==> src/fp_cmp_pkg.sv <==
//
// Functional notes
// - Write all-ones mask if predicate holds, else zeros.
// - Single format mask fills destination bits 0..31.
// - Format 10100 is single, 10101 is double.
// - Other format codes raise reserved instruction.
// - Bits 2,1 relation; bit0 NaN; bit3 signalling; bit4 negate.
// - Unassigned predicate codes raise reserved instruction.
// - Signalling NaN or signalling quiet-NaN sets invalid flag.
// - Invalid enable set: suppress write, take exception.
// - Any NaN operand makes unordered true.
// - Positive and negative zero compare equal.
// - Exact compare, no overflow or underflow.
// - One of greater, less, equal, unordered holds.
// - Negated symmetric predicates are implemented directly.
// - Codes 0..7: false,un,eq,ueq,lt,ult,le,ule.
package fp_cmp_pkg;

  localparam logic [4:0] FMT_SINGLE = 5'h14;
  localparam logic [4:0] FMT_DOUBLE = 5'h15;

  localparam int unsigned COND_UN_BIT = 0;
  localparam int unsigned COND_EQ_BIT = 1;
  localparam int unsigned COND_LT_BIT = 2;
  localparam int unsigned COND_SIG_BIT = 3;
  localparam int unsigned COND_NEG_BIT = 4;

  localparam int unsigned ADDR_W = 4;
  localparam logic [3:0] REG_CTRL = 4'h0;
  localparam logic [3:0] REG_IRQ_STATUS = 4'h4;
  localparam logic [3:0] REG_IRQ_MASK = 4'h8;
  localparam logic [3:0] REG_LAST = 4'hc;

  localparam int unsigned CTRL_INV_EN_BIT = 0;
  localparam int unsigned CTRL_INV_FLAG_BIT = 1;
  localparam logic [1:0] CTRL_RESET = 2'h0;

  localparam int unsigned IRQ_W = 3;
  localparam int unsigned IRQ_DONE_BIT = 0;
  localparam int unsigned IRQ_INVALID_BIT = 1;
  localparam int unsigned IRQ_RESERVED_BIT = 2;
  localparam logic [2:0] IRQ_RESET = 3'h0;

  localparam int unsigned LAST_REL_LSB = 0;
  localparam int unsigned LAST_MASK_BIT = 4;
  localparam int unsigned LAST_COUNT_LSB = 16;
  localparam int unsigned COUNT_W = 16;

  typedef struct packed {
    logic [4:0] fmt;
    logic [4:0] condn;
    logic [4:0] destination_operand;
    logic [63:0] first_source_operand;
    logic [63:0] second_source_operand;
  } cmp_req_t;

  typedef struct packed {
    logic wr_en;
    logic [4:0] index;
    logic [63:0] data;
  } cmp_resp_t;

  typedef struct packed {
    logic nan;
    logic snan;
    logic qnan;
    logic zero;
    logic sign;
    logic [62:0] mag;
  } fp_class_t;

  typedef struct packed {
    logic gt;
    logic lt;
    logic eq;
    logic un;
  } relation_t;

endpackage : fp_cmp_pkg

==> src/fp_operand_classify.sv <==
`timescale 1ns/1ps
`default_nettype none
module fp_operand_classify
(
  // Operand.
  input wire logic is_single,
  input wire logic [63:0] value,
  // Classification.
  output fp_cmp_pkg::fp_class_t cls
);
  import fp_cmp_pkg::*;

  wire exp_ones_s = (value[30:23] == 8'hff);
  wire exp_ones_d = (value[62:52] == 11'h7ff);
  wire frac_nz_s = |value[22:0];
  wire frac_nz_d = |value[51:0];
  wire nan_s = exp_ones_s && frac_nz_s;
  wire nan_d = exp_ones_d && frac_nz_d;
  wire quiet_s = value[22];
  wire quiet_d = value[51];
  wire nan_w = is_single ? nan_s : nan_d;
  wire quiet_w = is_single ? quiet_s : quiet_d;
  // Singles are left-aligned so one magnitude compare serves both formats.
  wire [62:0] mag_w = is_single ? {value[30:0], 32'h0} : value[62:0];

  assign cls.nan = nan_w;
  assign cls.snan = nan_w && !quiet_w;
  assign cls.qnan = nan_w && quiet_w;
  assign cls.zero = (mag_w == 63'h0);
  assign cls.sign = is_single ? value[31] : value[63];
  assign cls.mag = mag_w;

endmodule : fp_operand_classify
`default_nettype wire

==> src/fp_relation_compare.sv <==
`timescale 1ns/1ps
`default_nettype none
module fp_relation_compare
(
  // Classified operands.
  input wire fp_cmp_pkg::fp_class_t a,
  input wire fp_cmp_pkg::fp_class_t b,
  // Exactly one relation is set.
  output fp_cmp_pkg::relation_t rel
);
  import fp_cmp_pkg::*;

  // Pure magnitude and sign comparison: exact, no rounding, no range flags.
  wire un_w = a.nan || b.nan;
  wire both_zero = a.zero && b.zero;
  wire same_bits = (a.sign == b.sign) && (a.mag == b.mag);
  wire eq_w = !un_w && (both_zero || same_bits);
  wire mag_lt = a.mag < b.mag;
  wire mag_gt = a.mag > b.mag;
  wire raw_lt = (a.sign != b.sign) ? a.sign : (a.sign ? mag_gt : mag_lt);
  wire lt_w = !un_w && !eq_w && raw_lt;

  assign rel.un = un_w;
  assign rel.eq = eq_w;
  assign rel.lt = lt_w;
  assign rel.gt = !un_w && !eq_w && !raw_lt;

endmodule : fp_relation_compare
`default_nettype wire

==> src/fp_compare_to_mask.sv <==
// Chosen here: the address-and-strobe port and the register addresses.
`timescale 1ns/1ps
`default_nettype none
module fp_compare_to_mask
(
  // Clock and reset.
  input wire logic clk,
  input wire logic rst_n,
  // Register port.
  input wire logic [fp_cmp_pkg::ADDR_W-1:0] reg_addr,
  input wire logic [31:0] reg_wdata,
  input wire logic reg_wr,
  input wire logic reg_rd,
  output logic [31:0] reg_rdata,
  // Issue from the pipeline.
  input wire logic req_valid,
  input wire fp_cmp_pkg::cmp_req_t req,
  // Writeback to the fp_register file.
  output logic resp_valid,
  output fp_cmp_pkg::cmp_resp_t resp,
  // Exceptions.
  output logic exc_reserved,
  output logic exc_invalid,
  // Interrupt.
  output logic irq
);
  import fp_cmp_pkg::*;

  //////////////////////////////////////////////////////////////////////////////
  // Format and predicate decode.

  wire fmt_is_single = (req.fmt == FMT_SINGLE);
  wire fmt_is_double = (req.fmt == FMT_DOUBLE);
  wire fmt_ok = fmt_is_single || fmt_is_double;

  wire cond_neg = req.condn[COND_NEG_BIT];
  wire cond_sig = req.condn[COND_SIG_BIT];
  wire cond_un = req.condn[COND_UN_BIT];
  wire cond_eq = req.condn[COND_EQ_BIT];
  wire cond_lt = req.condn[COND_LT_BIT];

  // Negated forms exist only for the symmetric predicates or, une and ne.
  wire neg_ok = !cond_lt && (cond_eq || cond_un);
  wire cond_ok = !cond_neg || neg_ok;

  wire reserved_w = !fmt_ok || !cond_ok;

  //////////////////////////////////////////////////////////////////////////////
  // Operand classification and ordering relation.

  fp_class_t cls_first;
  fp_class_t cls_second;
  relation_t rel;

  fp_operand_classify u_class_first
  (
    .is_single(fmt_is_single),
    .value(req.first_source_operand),
    .cls(cls_first)
  );

  fp_operand_classify u_class_second
  (
    .is_single(fmt_is_single),
    .value(req.second_source_operand),
    .cls(cls_second)
  );

  fp_relation_compare u_relation
  (
    .a(cls_first),
    .b(cls_second),
    .rel(rel)
  );

  //////////////////////////////////////////////////////////////////////////////
  // Predicate evaluation.

  // Low three code bits pick unordered, equal and less terms.
  wire term_un = cond_un && rel.un;
  wire term_eq = cond_eq && rel.eq;
  wire term_lt = cond_lt && rel.lt;
  wire base_pred = term_un || term_eq || term_lt;
  wire pred_true = cond_neg ? !base_pred : base_pred;

  wire [63:0] mask_dbl = {64{pred_true}};
  wire [63:0] mask_sgl = {32'h0, {32{pred_true}}};
  wire [63:0] mask_w = fmt_is_single ? mask_sgl : mask_dbl;

  //////////////////////////////////////////////////////////////////////////////
  // Invalid-operation detection.

  wire any_snan = cls_first.snan || cls_second.snan;
  wire any_qnan = cls_first.qnan || cls_second.qnan;
  // Quiet predicates let quiet NaNs through without raising anything.
  wire invalid_w = any_snan || (cond_sig && any_qnan);

  wire exec = req_valid && !reserved_w;
  wire exec_invalid = exec && invalid_w;
  wire exec_reserved = req_valid && reserved_w;

  //////////////////////////////////////////////////////////////////////////////
  // Register decode.

  logic inv_en_q;
  logic inv_flag_q;
  logic [IRQ_W-1:0] irq_status_q;
  logic [IRQ_W-1:0] irq_mask_q;
  relation_t last_rel_q;
  logic last_mask_q;
  logic [COUNT_W-1:0] count_q;

  wire sel_ctrl = (reg_addr == REG_CTRL);
  wire sel_status = (reg_addr == REG_IRQ_STATUS);
  wire sel_mask = (reg_addr == REG_IRQ_MASK);
  wire sel_last = (reg_addr == REG_LAST);

  wire wr_ctrl = reg_wr && sel_ctrl;
  wire wr_status = reg_wr && sel_status;
  wire wr_mask = reg_wr && sel_mask;

  wire inv_take = exec_invalid && inv_en_q;
  wire write_ok = exec && !inv_take;

  //////////////////////////////////////////////////////////////////////////////
  // Next-state values.

  // Sticky invalid flag; a new event wins over a software clear.
  wire inv_flag_d = exec_invalid
    ? 1'b1
    : (wr_ctrl ? reg_wdata[CTRL_INV_FLAG_BIT] : inv_flag_q);
  wire inv_en_d = wr_ctrl ? reg_wdata[CTRL_INV_EN_BIT] : inv_en_q;

  wire [IRQ_W-1:0] irq_event;
  assign irq_event[IRQ_DONE_BIT] = write_ok;
  assign irq_event[IRQ_INVALID_BIT] = exec_invalid;
  assign irq_event[IRQ_RESERVED_BIT] = exec_reserved;

  wire [IRQ_W-1:0] irq_clear = wr_status ? reg_wdata[IRQ_W-1:0] : '0;
  wire [IRQ_W-1:0] irq_status_d = (irq_status_q & ~irq_clear) | irq_event;
  wire [IRQ_W-1:0] irq_mask_d = wr_mask ? reg_wdata[IRQ_W-1:0] : irq_mask_q;
  wire irq_d = |(irq_status_d & irq_mask_d);

  wire [COUNT_W-1:0] count_d = write_ok ? count_q + 1'b1 : count_q;

  logic [31:0] ctrl_word;
  logic [31:0] status_word;
  logic [31:0] mask_word;
  logic [31:0] last_word;

  always_comb
  begin
    ctrl_word = 32'h0;
    ctrl_word[CTRL_INV_EN_BIT] = inv_en_q;
    ctrl_word[CTRL_INV_FLAG_BIT] = inv_flag_q;
    status_word = 32'h0;
    status_word[IRQ_W-1:0] = irq_status_q;
    mask_word = 32'h0;
    mask_word[IRQ_W-1:0] = irq_mask_q;
    last_word = 32'h0;
    last_word[LAST_REL_LSB +: 4] = last_rel_q;
    last_word[LAST_MASK_BIT] = last_mask_q;
    last_word[LAST_COUNT_LSB +: COUNT_W] = count_q;
  end

  wire [31:0] rdata_sel =
    sel_ctrl ? ctrl_word :
    sel_status ? status_word :
    sel_mask ? mask_word :
    sel_last ? last_word : 32'h0;
  wire [31:0] rdata_d = reg_rd ? rdata_sel : 32'h0;

  //////////////////////////////////////////////////////////////////////////////
  // Control and status registers.

  always_ff @(posedge clk)
  begin
    if (!rst_n)
    begin
      inv_en_q <= CTRL_RESET[CTRL_INV_EN_BIT];
      inv_flag_q <= CTRL_RESET[CTRL_INV_FLAG_BIT];
      irq_status_q <= IRQ_RESET;
      irq_mask_q <= IRQ_RESET;
      irq <= 1'b0;
      reg_rdata <= 32'h0;
    end
    else
    begin
      inv_en_q <= inv_en_d;
      inv_flag_q <= inv_flag_d;
      irq_status_q <= irq_status_d;
      irq_mask_q <= irq_mask_d;
      irq <= irq_d;
      reg_rdata <= rdata_d;
    end
  end

  //////////////////////////////////////////////////////////////////////////////
  // Last compare record.

  always_ff @(posedge clk)
  begin
    if (!rst_n)
    begin
      last_rel_q <= '0;
      last_mask_q <= 1'b0;
      count_q <= '0;
    end
    else
    begin
      if (exec)
      begin
        last_rel_q <= rel;
        last_mask_q <= pred_true;
      end
      count_q <= count_d;
    end
  end

  //////////////////////////////////////////////////////////////////////////////
  // Writeback and exceptions, one cycle after issue.

  always_ff @(posedge clk)
  begin
    if (!rst_n)
    begin
      resp_valid <= 1'b0;
      resp <= '0;
      exc_reserved <= 1'b0;
      exc_invalid <= 1'b0;
    end
    else
    begin
      resp_valid <= req_valid;
      resp.wr_en <= write_ok;
      resp.index <= req.destination_operand;
      resp.data <= write_ok ? mask_w : 64'h0;
      exc_reserved <= exec_reserved;
      exc_invalid <= inv_take;
    end
  end

endmodule : fp_compare_to_mask
`default_nettype wire

==> config.mk <==
export PLATFORM = sky130hd
export DESIGN_NAME = fp_compare_to_mask
export DESIGN_NICKNAME = d
export VERILOG_FILES = /design/src/fp_cmp_pkg.sv /design/src/fp_operand_classify.sv /design/src/fp_relation_compare.sv /design/src/fp_compare_to_mask.sv
export SDC_FILE = /design/constraint.sdc
export NUM_CORES = 1
export LEC_CHECK = 0
export BUFFER_PORTS_ARGS = -buffer_cell sky130_fd_sc_hd__buf_2
export CORE_UTILIZATION = 45
export DETAILED_ROUTE_END_ITERATION = 10
export PLACE_DENSITY = 0.76
export SYNTH_ARGS = -nofsm -noshare
export SYNTH_HDL_FRONTEND = slang
export SYNTH_SLANG_ARGS = --single-unit
export TNS_END_PERCENT = 50
==> constraint.sdc <==
create_clock -name clk -period 5.9 [get_ports clk]
set_input_delay 1.475 -clock clk [delete_from_list [all_inputs] [get_ports clk]]
set_output_delay 1.475 -clock clk [all_outputs]
set_load 0.02 [all_outputs]
==> results of run 1 <==
-- through the flow --
stage / util [%] / hold slack (ns) / instances / power [W] / setup WS, ns
floorplan: - / 0.427 / 798 / 0.000597 / 0.604
global placement: 53.7 / 0.444 / 1126 / 0.000715 / 0.745
detailed placement: 53.7 / 0.450 / 1126 / 0.000719 / 0.682
CTS: 56.0 / 0.454 / 1141 / 0.00124 / 1.01
global route: 56.0 / 0.474 / 1141 / 0.00129 / 0.662
finish: 56.0 / 0.452 / 1141 / 0.00123 / 0.963
-- power groups by stage --
stage	Combinational, W	Clock [W]	Sequential (W)
3_3_place_gp	0.000281	0	0.000434
6_report	0.000291	0.000517	0.000426
5_1_grt	0.000322	0.000546	0.000426
2_1_floorplan	0.000159	0	0.000438
3_5_place_dp	0.000284	0	0.000435
4_1_cts	0.000286	0.000525	0.000426
-- path summary, 6_finish.rpt --
| path | slack, ns | depth (start not counted) | startpoint | end |
|---|---|---|---|---|
| min | 0.45 | 1 | last_rel_q[3] | reg_rdata[3] |
| max | 0.96 | 16 | req[141] | resp[32] |
| max reg2reg | 3.89 | 8 | count_q[3] | count_q[15] |
| min reg2reg | 0.45 | 1 | last_rel_q[3] | reg_rdata[3] |
-- worst register-to-register path: stages (launching register included) --
cell      delay (ns)
dfxtp_1         0.40
and3_1          0.22
and3_1          0.21
and3_1          0.21
and3_1          0.21
and3_1          0.19
nand2_1         0.06
or3_1           0.30
a21boi_1        0.15
-- cells by family (layout without fill, tap and decap cells) --
family / after synthesis / count (layout) / share of synthesized area (%)
simple gates: 406 / 406 / 34.7
mux: 39 / 39 / 6.62
xor+xnor: 13 / 13 / 1.92
buf+inv: 105 / 276 / 11.4
flops: 62 / 62 / 21.0
fa+ha+maj: 64 / 64 / 13.5
compound gates: 98 / 98 / 10.7
other cells: 1 / 11 / 0.0634
-- layout by cell type, fill, tap and decap left out, types with 13 or more instances in the layout --
master and instances:
dfxtp_1 62, nor2_1 21, a21oi_1 31, nand2_1 173, nand3_1 22, nor3_1 15
and2_1 72, nor4_1 31, buf_2 249, mux2i_1 38, nand4_1 27, ha_1 64
o21ai_0 13
-- flip-flops by register name (all words and copies together), names as in the netlist, 3 cells and up --
signal and flops:
last_rel_q 4, count_q 16, reg_rdata 21, irq_mask_q 3
resp 8, irq_status_q 3
-- metal layers --
metal	part of all wire (%)	vias up
met3	9.5	48
met2	45	397
met1	41	2730
li1	-	3075
met5	0	-
met4	4.2	0
-- final cells by class --
class	count	area, um^2	area share [%]
inverters	5	18.8	0.263
clock inverters	3	43.8	0.614
well taps	172	215	3.02
repair buffers	256	1310	18.4
multi-input cells	631	4040	56.7
clock buffers	12	256	3.60
flip-flops and latches	62	1240	17.4
==> results.md, run 1 <==
- The flow ran to the end, and the final reports show no timing, DRC or antenna violations.
- Summing all non-filler instances in the final layout gives an area of 0.00713 mm^2.
- The total global-route track usage is 26.3%.
- The switching fraction of total power is 27.8%.
- Counting both buffers and inverters, the worst setup path holds a total of 2.
- Post-CTS timing repair inserted 0 buffers for setup.
- The area of the die is 0.0136 mm^2.
- For this run, the number of Yosys warnings is 0.
- In the routed layout, each cell is associated on average with a via count of 5.48.
- Post-CTS repair changed the size of 0 cells.
- Dividing total power by cell area gives a power density of 173 mW/mm^2.
- The weighted congestion at the end of routability-driven global placement is 0.991.
- In the synthesized netlist, the cells that appear most often are nand2_1 (173), buf_4 (73), and2_1 (72), ha_1 (64), dfxtp_1 (62).
- The type of destination of the critical path is a flop.
- The internal cell power is 0.000892 W.
- In this run the core area contains 41 standard-cell rows.
- The global-route met3 utilization is 3.58%.
- In the global route stage, met2 resource usage came out at 43.2%.
- Global routing finished with a remaining overflow of 0.
- Summing over every cut layer, the via total after detailed routing is 6250.
- The mean instance size in the synthesized netlist is 7.51 um^2.
- The number of clock buffers added by TritonCTS is 9.
- The kind of cell adding the most delay to the critical path is simple AND/OR/NAND/NOR gates.
- The most repeated cell in the gate-level netlist after synthesis is nand2_1.
- For the worst setup path, the data arrival time is 5.20 ns.
- The number of register bits inferred by synthesis is 62.
- Of all flip-flops after synthesis, the portion carrying an async set or reset was 0%.
- The via count of the first global-routing pass is 5513.
- In the post-synthesis netlist, the biggest area contributors are dfxtp_1 (21%), ha_1 (14%), nand2_1 (11%).
- The most used flip-flop cell after synthesis is dfxtp_1.
- TritonCTS built the clock tree.
- Relative to the synthesized area, the layout overhead comes to 20.5%.
- Setup repair after global routing left no endpoint under its margin.
- The setup skew after layout is 0.00552 ns.
- The first-pass GRT wire length is 27.4 mm.
- The largest buffer count on any clock path is 2.
- The post-synthesis cell area is 0.00592 mm^2.
- Counting the fill cells in the layout gives 1220.
- The analysis attributes to net switching a power of 0.000343 W.
- The floorplan die height is 117 um.
- The number of I/O port buffers is 249.
- The worst-case IR drop observed on VDD is 0.000165 V.
- The worst stage delay on the critical path is 0.50 ns.
- The top cell type by area accounts for 21.0% of the synthesized area.
- The largest fanout on the critical path is 63.
- Entering global routing, the biggest net connects 64 pins.
- The fraction of met1 tracks used by global routing is 33.6%.
- Dividing the detail-routed wire length by the instance count gives 15.8 um.
- The number of hold-slack violations in the final timing report is 0.
- The critical path in this run is classified as input port to flop.
- The gate count after technology mapping is 788.
- The starting density of the core is 46.5%.
- The clock root buffer is clkbuf_16.
- The clock latency reported for the late side of the worst-skew pair is 0.32 ns.
- Timing would allow up to 0.203 GHz.
- In this run the tightest slew margin relative to its limit is 48.9%.
- The setup total negative slack is 0 ns.
- The number of library cell types mapped by synthesis is 60.
- The sequential cell fraction of total power is 34.5%.
- Setup violations remaining at the end of the flow were counted as 0.
- The HPWL reported at the end of detailed placement is 14.8 mm.
- The repair_antennas step left the layout with diodes totalling 0.
- In this run the static leakage power is 3.83 nW.
- The cell with the biggest individual delay on the critical path is or2_4.
- The H-tree generated during clock tree synthesis spans 3 levels.
- The count of flip-flops with a built-in enable after synthesis is 0.
- The final max-slew violation count is 0.
- The data required time of the worst path is 6.16 ns.
- The count of TritonRoute iterations in the first routing pass is 5.
- The layer with the highest usage is met2.
- The clock period minus worst slack is 4.94 ns.
- Summing all placed instances gives a cell area of 0.00683 mm^2.
- The worst-margin pin slew is 0.759 ns.
- The worst min-delay path category is flop to flop.
- After synthesis, flip-flops and latches occupy 21.0% of the total area.
- The critical path goes through buf_2, nand4bb_1, or2_4, buf_12, and2_1, ha_1, and4_1, nand4bb_1, or3_1, nor3_1, o2bb2ai_1, and2_1, mux2i_1, o31ai_1, xor2_1, and3_1.
- The tool flagged a number of max-cap violations equal to 0.
- The share of total power in combinational logic is 23.6%.
- The count of boundary I/O pins is 290.
- The clock net in this run drives a total of 62 sinks.
- The detailed router finished its first iteration with 368 violations.
- The initial antenna violation count is 0.
- The number of hold buffers added after cts is 0.
- Summed over all layers, the routed wires come to 18.0 mm.
- Once detail routing completed, the nets flagged for antenna violations numbered 0.
- The clock-pin slew of the registers on the worst-case setup and hold paths is 0.05 ns.
- The biggest area consumer among synthesized cells is dfxtp_1.
- The clock share of power is 41.9%.
- STA classifies the critical path startpoint as an input port.
- After detailed routing, the number of remaining DRC violations is 0.
- The fraction of layout cells with a size suffix above 1 is 28.8%.
- From left edge to right edge, the die measures 117 um.
- The floorplan core area is 0.0127 mm^2.
- The post-route fraction of the period consumed by the critical path is 83.7%.
- The count of nets after finishing is 1213.
(Power assumes the default switching activity.)
==> run 2, diff against run 1 <==
--- a/config.mk
+++ b/config.mk
@@ -6,7 +6,7 @@
 export NUM_CORES = 1
 export LEC_CHECK = 0
 export BUFFER_PORTS_ARGS = -buffer_cell sky130_fd_sc_hd__buf_2
-export CORE_UTILIZATION = 45
+export CORE_UTILIZATION = 43
 export DETAILED_ROUTE_END_ITERATION = 10
 export PLACE_DENSITY = 0.76
 export SYNTH_ARGS = -nofsm -noshare
==> constraint.sdc (replaced) <==
create_clock -name clk -period 4.25 [get_ports clk]
set_input_delay 1.0625 -clock clk [delete_from_list [all_inputs] [get_ports clk]]
set_output_delay 1.0625 -clock clk [all_outputs]
set_load 0.02 [all_outputs]
==> results.md, run 2 (synthesis results as in run 1) <==
- The detailed-route wire length per cell is 15.9 um.
- The number of flip-flops in the largest register is 21.
- The type of element launching the critical path is an input port.
- The number of design-rule violations left by the first detailed-router iteration is 413.
- Counting the fill cells in the layout gives 1261.
- The share of total power dissipated in sequential elements is 33.9%.
- The share of total power in combinational logic is 24.8%.
- The initialized floorplan defines 42 standard-cell rows.
- The data required time of the worst path is 4.45 ns.
- In this run the tool buffered the top-level ports with 249 buffer cells.
- Before antenna repair, the detailed router went through 4 iterations.
- In this run the most critical hold path is launched from inv_flag_q.
- The total global-route track usage is 26.1%.
- In the routed design, unresolved DRC markers number 0.
- In this run the deepest clock path goes through 2 buffers.
- The total wirelength of the detailed-routed design is 18.8 mm.
- The final max-slew violation count is 0.
- For the pin with the worst max-slew slack, the measured transition is 0.741 ns.
- The source of the critical timing path is req[141].
- The largest fanout on the critical path is 34.
- The worst setup path is of the input port to flop kind.
- Compared with the post-synthesis result, the final layout area differs by 26.6%.
- Cells with a size suffix above 1 make up 32.1% of the layout.
- The floorplan step defined a core boundary enclosing 0.0133 mm^2.
- The number of nets with antenna violations after routing is 0.
- The floorplan die height is 119 um.
- After layout, the design draws a total of 0.00175 W.
- The most numerous cell type found on the critical path is nand2_1.
- The worst slew margin relative to its limit is 49.9%.
- The worst vdd rail ir drop is 0.000227 V.
- In this run the critical register-to-register path is launched from count_q[3].
- The initial antenna violation count was 1.
- The critical path goes through buf_2, nand4bb_4, or2_4, buf_12, nand2_1, nand2_1, ha_1, a21oi_1, nand2_1, a221o_1, o31ai_1, and3_1, a21oi_1, o2bb2ai_2, buf_4, nor2_1, o41a_1.
- Clock-pin slew was measured on the worst setup and hold paths at 0.05 ns.
- In the final layout, the registers with the most flip-flops are reg_rdata x21, count_q x16, resp x8.
- The via count of the first global-routing pass is 5855.
- The total overflow reported by the global router is 0.
- The clock period minus worst slack is 4.01 ns.
- Grouping stages by cell kind, the critical path spends the most delay in compound AO/OA/AOI/OAI gates.
- Per report_power, the clock group accounts for 41.3% of the total.
- The worst setup path is captured at a flop.
- The area used by multi-input combinational logic is 0.00409 mm^2.
- In this run the static leakage power is 4.02 nW.
- In the layout the commonest cells are buf_2 (249), nand2_1 (173), and2_1 (72), ha_1 (64), dfxtp_1 (62).
- The clock root buffer is clkbuf_16.
- The number of hold-slack violations in the final timing report is 0.
- The number of clock sinks is 62.
- The register with the most flip-flops in the final layout is reg_rdata.
- The switching component of the power is 0.000485 W.
- Timing analysis after detailed placement gives a worst setup slack of -0.127 ns.
- Using the TritonRoute via totals, the vias-per-cell ratio works out to 5.35.
- Net switching is 27.8% of the power.
- In this run the worst hold path is classified as flop to flop.
- For the worst-skew pair, the clock arrives at the later sink with an insertion delay of 0.32 ns.
- The number of levels the H-tree was split into is 3.
- The final critical-path setup slack is 0.238 ns.
- Setup violations remaining at the end of the flow were counted as 0.
- The cell with the biggest individual delay on the critical path is o41a_1.
- The peak clock frequency supported by timing is 0.249 GHz.
- The flow ran to the end, and the final reports show no timing, DRC or antenna violations.
- Summing all flip-flop and latch instances after layout gives 0.00124 mm^2.
- The largest net degree at the start of global routing is 44.
- The data arrival at the endpoint of the critical path is 4.22 ns.
- The area of the die is 0.0142 mm^2.
- The setup skew after layout is 0.00462 ns.
- In this design, the stage delay of the slowest critical-path cell is 0.35 ns.
- The number of buffers added by the clock tree synthesis step is 9.
- The first-pass GRT wire length is 29.2 mm.
- The weighted congestion at the end of routability-driven global placement is 0.971.
- The routed via count is 6340.
- The count of boundary I/O pins is 290.
- Detailed placement ended at an HPWL of 15.5 mm.
- The power density relative to cell area is 233 mW/mm^2.
- The starting density of the core is 44.3%.
- Across the run, the number of max-cap violations was 0.
- The clock tree from TritonCTS is done.
- The number of buffers and inverters on the critical path is 3.
- The floorplan die width is 119 um.
- The number of hold buffers added after cts is 0.
- The internal cell power is 0.00126 W.
- The final critical path takes up 94.4% of the cycle.
- Leaving out fill and tap cells, the most frequent cell in the layout is buf_2.
- At the end of the flow, the number of nets in the layout was 1251.
==> run 2: repair_timing <==
| item | CTS | global route |
|---|---|---|
| gates resized for setup | 0 | 2 |
| setup endpoints to repair | 0 | 3 |
| setup buffers | 0 | 2 |
==> run 2: final timing paths <==
check | to | slack, ns | depth (start not counted)
max reg2reg | count_q[15] | 2.22 | 8
max | last_mask_q | 0.24 | 17
min | reg_rdata[1] | 0.46 | 2
min reg2reg | reg_rdata[1] | 0.46 | 2
==> run 2: area by class of cell <==
class	instances	share of cell area, %
diodes	1	0.0334
clock buffers	12	3.42
clock inverters	4	0.601
inverters	5	0.251
multi-input cells	632	54.6
flip-flops and latches	62	16.6
well taps	176	2.94
repair buffers	293	21.5
==> run 2: worst reg2reg max path, cell delays in order (launching register included) <==
cell,delay (ns)
dfxtp_1,0.39
and3_1,0.24
and3_1,0.22
and3_1,0.21
and3_1,0.20
and3_1,0.18
nand2_1,0.06
or3_1,0.31
a21boi_1,0.14
==> run 2: metal layers <==
metal	vias to the layer above	share of wire (%)	track usage, %
li1	3143	-	-
met1	2807	42	33.5
met2	337	46	44.0
met3	53	8.7	3.26
met4	0	3.4	10.6
met5	-	0	0
==> run 2: through the flow <==
| stage | setup TNS, ns | hold WS, ns | instance area [um^2] | utilization, % | cells |
|---|---|---|---|---|---|
| final | 0 | 0.460 | 7490 | 56.1 | 1185 |
| after global placement | -0.262 | 0.452 | 7150 | 53.6 | 1165 |
| after CTS | 0 | 0.466 | 7460 | 55.9 | 1181 |
| after floorplan | 0 | 0.427 | 6040 | - | 798 |
| after detailed placement | -0.354 | 0.457 | 7150 | 53.6 | 1165 |
| after global routing | -0.0130 | 0.482 | 7490 | 56.1 | 1185 |
==> run 2: power groups by stage <==
| stage | Sequential [W] | Combinational, W | Clock (W) |
|---|---|---|---|
| 6_report | 0.000591 | 0.000434 | 0.000721 |
| 5_1_grt | 0.000592 | 0.000480 | 0.000759 |
| 4_1_cts | 0.000591 | 0.000424 | 0.000731 |
| 3_5_place_dp | 0.000603 | 0.000422 | 0 |
| 3_3_place_gp | 0.000603 | 0.000420 | 0 |
| 2_1_floorplan | 0.000608 | 0.000225 | 0 |
==> run 3, diff against run 2 <==
--- a/config.mk
+++ b/config.mk
@@ -6,9 +6,10 @@
 export NUM_CORES = 1
 export LEC_CHECK = 0
 export BUFFER_PORTS_ARGS = -buffer_cell sky130_fd_sc_hd__buf_2
-export CORE_UTILIZATION = 43
+export CORE_UTILIZATION = 44
+export CTS_BUF_LIST = sky130_fd_sc_hd__clkbuf_2
 export DETAILED_ROUTE_END_ITERATION = 10
-export PLACE_DENSITY = 0.76
+export PLACE_DENSITY = 0.77
 export SYNTH_ARGS = -nofsm -noshare
 export SYNTH_HDL_FRONTEND = slang
 export SYNTH_SLANG_ARGS = --single-unit
==> results.md, run 3 (synthesis results as in run 1) <==
- TritonCTS built the clock tree.
- 290 I/O pins were placed.
- The number of levels the H-tree was split into is 3.
- Counting flops per register, the top entry is reg_rdata.
- The smallest clock period supported by the final layout is computed as 3.94 ns.
- In this run the static leakage power is 3.94 nW.
- Detailed placement finished with a half-perimeter wire length of 15.3 mm.
- The launch instance of the worst min-delay path is inv_flag_q.
- For this run, the share of the core covered by cells in the final layout is 55.3%.
- The pre-CTS worst setup slack is -0.188 ns.
- The worst hold path passes through 2 cells.
- The number of nets with antenna violations after routing is 0.
- The final critical-path setup slack is 0.306 ns.
- The remaining design rule violation count is 0.
- The type of element launching the critical path is an input port.
- The area of the die is 0.0139 mm^2.
- The post-route netlist has 32.0% of its cells at a drive strength greater than 1.
- In the final layout, the multi-input gates occupy 0.00408 mm^2.
- The number of setup buffers added after CTS is 0.
- Along the worst path, the maximum fanout reaches 42.
- The area growth from synthesis to layout is 23.3%.
- The total overflow reported by the global router is 0.
- The number of maximum-capacitance violations is 0.
- The power density relative to cell area is 179 mW/mm^2.
- Global routing used 25.3% of the available tracks across all layers.
- Input and output buffers added on the ports amount to 249.
- The largest buffer count on any clock path is 2.
- The total wirelength of the detailed-routed design is 18.1 mm.
- The register area is 0.00124 mm^2.
- The largest single stage delay on the critical path is 0.38 ns.
- The first global-routing pass estimated 28.1 mm of wire.
- The final critical path takes up 92.8% of the cycle.
- The clock latency reported for the late side of the worst-skew pair is 0.46 ns.
- The tightest min-delay check is of the flop to flop type.
- After the first detailed-routing iteration, the DRC count stood at 382.
- In the final layout, the registers with the most flip-flops are reg_rdata x21, count_q x16, resp x8.
- The floorplan die height is 118 um.
- Clock-pin slew was measured on the worst setup and hold paths at 0.17 ns.
- The register with the most flip-flops in the layout has 21 of them.
- The initial antenna violation count is 1.
- STA classifies the critical path endpoint as a flop.
- The quantity of gates resized following cts is 0.
- The path with the worst hold slack has its endpoint at reg_rdata[1].
- For the pin with the worst max-slew slack, the measured transition is 0.788 ns.
- Grouping stages by cell kind, the critical path spends the most delay in simple AND/OR/NAND/NOR gates.
- The number of hold buffers added after cts is 0.
- Walking the worst path, the cells encountered are buf_2, nand4bb_4, or2_4, buf_12, and2_1, ha_1, and4_1, nand4bb_1, or3_1, o221ai_1, o21bai_1, a21oi_1, o2bb2ai_2, o31ai_1, xor2_1, and3_1.
- The routed via count is 6324.
- The cell depth of the worst flop-to-flop path is 8.
- The capturing point of the worst reg2reg path is count_q[15].
- For this run, the detailed router's first-pass iteration total came to 5.
- The worst slew margin relative to its limit is 46.7%.
- Setup violations remaining at the end of the flow were counted as 0.
- On the critical path, the stage with the largest delay is an instance of or3_1.
- The post-route total power is 0.00131 W.
- The detailed-route wire length per cell is 15.3 um.
- The top cell types in the final layout, fill and taps aside, are buf_2 (249), nand2_1 (173), and2_1 (72), ha_1 (64), dfxtp_1 (62).
- For this run, the top clock speed supported by timing is 0.254 GHz.
- The floorplan step defined a core boundary enclosing 0.0132 mm^2.
- The net count of the finished layout is 1253.
- Across all hold checks on the routed design, the worst slack comes to 0.483 ns.
- The worst-case IR drop observed on VDD is 0.0000970 V.
- The clock net in this run drives a total of 62 sinks.
- The critical path class is input port to flop.
- Together, buffers and inverters on the worst path number 2.
- The weighted congestion at the end of routability-driven global placement is 0.979.
- In this run the clock root is driven by a clkbuf_2.
- For flop-to-flop paths, the worst setup slack is 2.20 ns.
- The number of buffers added by the clock tree synthesis step is 9.
- The final max-slew violation count is 0.
- The number of fill cells in the layout is 1268.
- The setup total negative slack is 0 ns.
- Setup repair after global routing left no endpoint under its margin.
- Measured along the x axis, the die boundary spans 118 um.
- Once the floorplan was initialized, standard cells occupied 44.9% of the core.
- The data arrival at the endpoint of the critical path is 4.35 ns.
- Dividing the detail-routed via count by the number of cells gives 5.33.
- In this run the critical register-to-register path is launched from count_q[3].
- The via count of the first global-routing pass is 5742.
- At the worst endpoint, the required time is 4.66 ns.
- Entering global routing, the biggest net connects 43 pins.
- The floorplan has 42 rows.
- The run finished with clean final reports.
- The number of hold-slack violations in the final timing report is 0.
- The most common library cell in the layout ignoring fill and taps is buf_2.
- The setup skew after layout is 0.0170 ns.
[run 3: changes by cell type in the layout (fill, tap and decap cells not counted), sizes merged]
cell      before  now
buf          293  296
bufinv         1    0
or2            2    1
clkinvlp       0    2
clkbuf        12    9
clkinv         3    5
[run 3: how the worst max path moves through the flow]
stage               endpoint  cells past startpoint  slack (ns)      from
floorplan           resp[32]                     16       0.009  req[141]
global placement    resp[32]                     16       -0.14  req[141]
detailed placement  resp[32]                     16       -0.19  req[141]
CTS                 resp[32]                     16        0.30  req[141]
global route        resp[32]                     16         0.1  req[141]
finish              resp[32]                     16        0.31  req[141]
[run 3: report_power, final]
group | switching, W | total, W | leakage, nW | internal, W
clock network | 0.000210 | 0.000282 | 0.0528 | 0.0000716
registers | 0.00000277 | 0.000591 | 0.502 | 0.000588
logic | 0.000241 | 0.000436 | 3.38 | 0.000196
total | 0.000454 | 0.00131 | 3.94 | 0.000855
[run 3: per-stage QoR]
step,std cells,instance area [um^2]
after floorplan,798,6040
after global placement,1170,7200
after detailed placement,1170,7200
after CTS,1186,7290
after global routing,1187,7290
final,1187,7290
[run 3: layout make-up]
| cell class | count | share of cell area (%) |
|---|---|---|
| multi-input combinational | 631 | 55.9 |
| timing repair buffer | 296 | 22.6 |
| sequential | 62 | 17.0 |
| tap | 176 | 3.02 |
| clock buffer | 9 | 0.618 |
| clock inverter | 7 | 0.566 |
| inverter | 5 | 0.257 |
| antenna | 1 | 0.0343 |
[run 3: worst reg2reg max path: cells and delay by family, from the launching register on]
kind	cells	cell delay, ns
simple gates	7	1.42
flops	1	0.45
compound gates	1	0.14
[run 3: routing by layer]
layer,track usage (%),vias to the layer above,share of wire [%],routed length (um)
met3,2.81,45,6.8,1240
met4,11.9,0,3.7,673
met2,43.3,301,46,8310
li1,-,3146,-,-
met5,0,-,0,0
met1,31.6,2832,44,7900
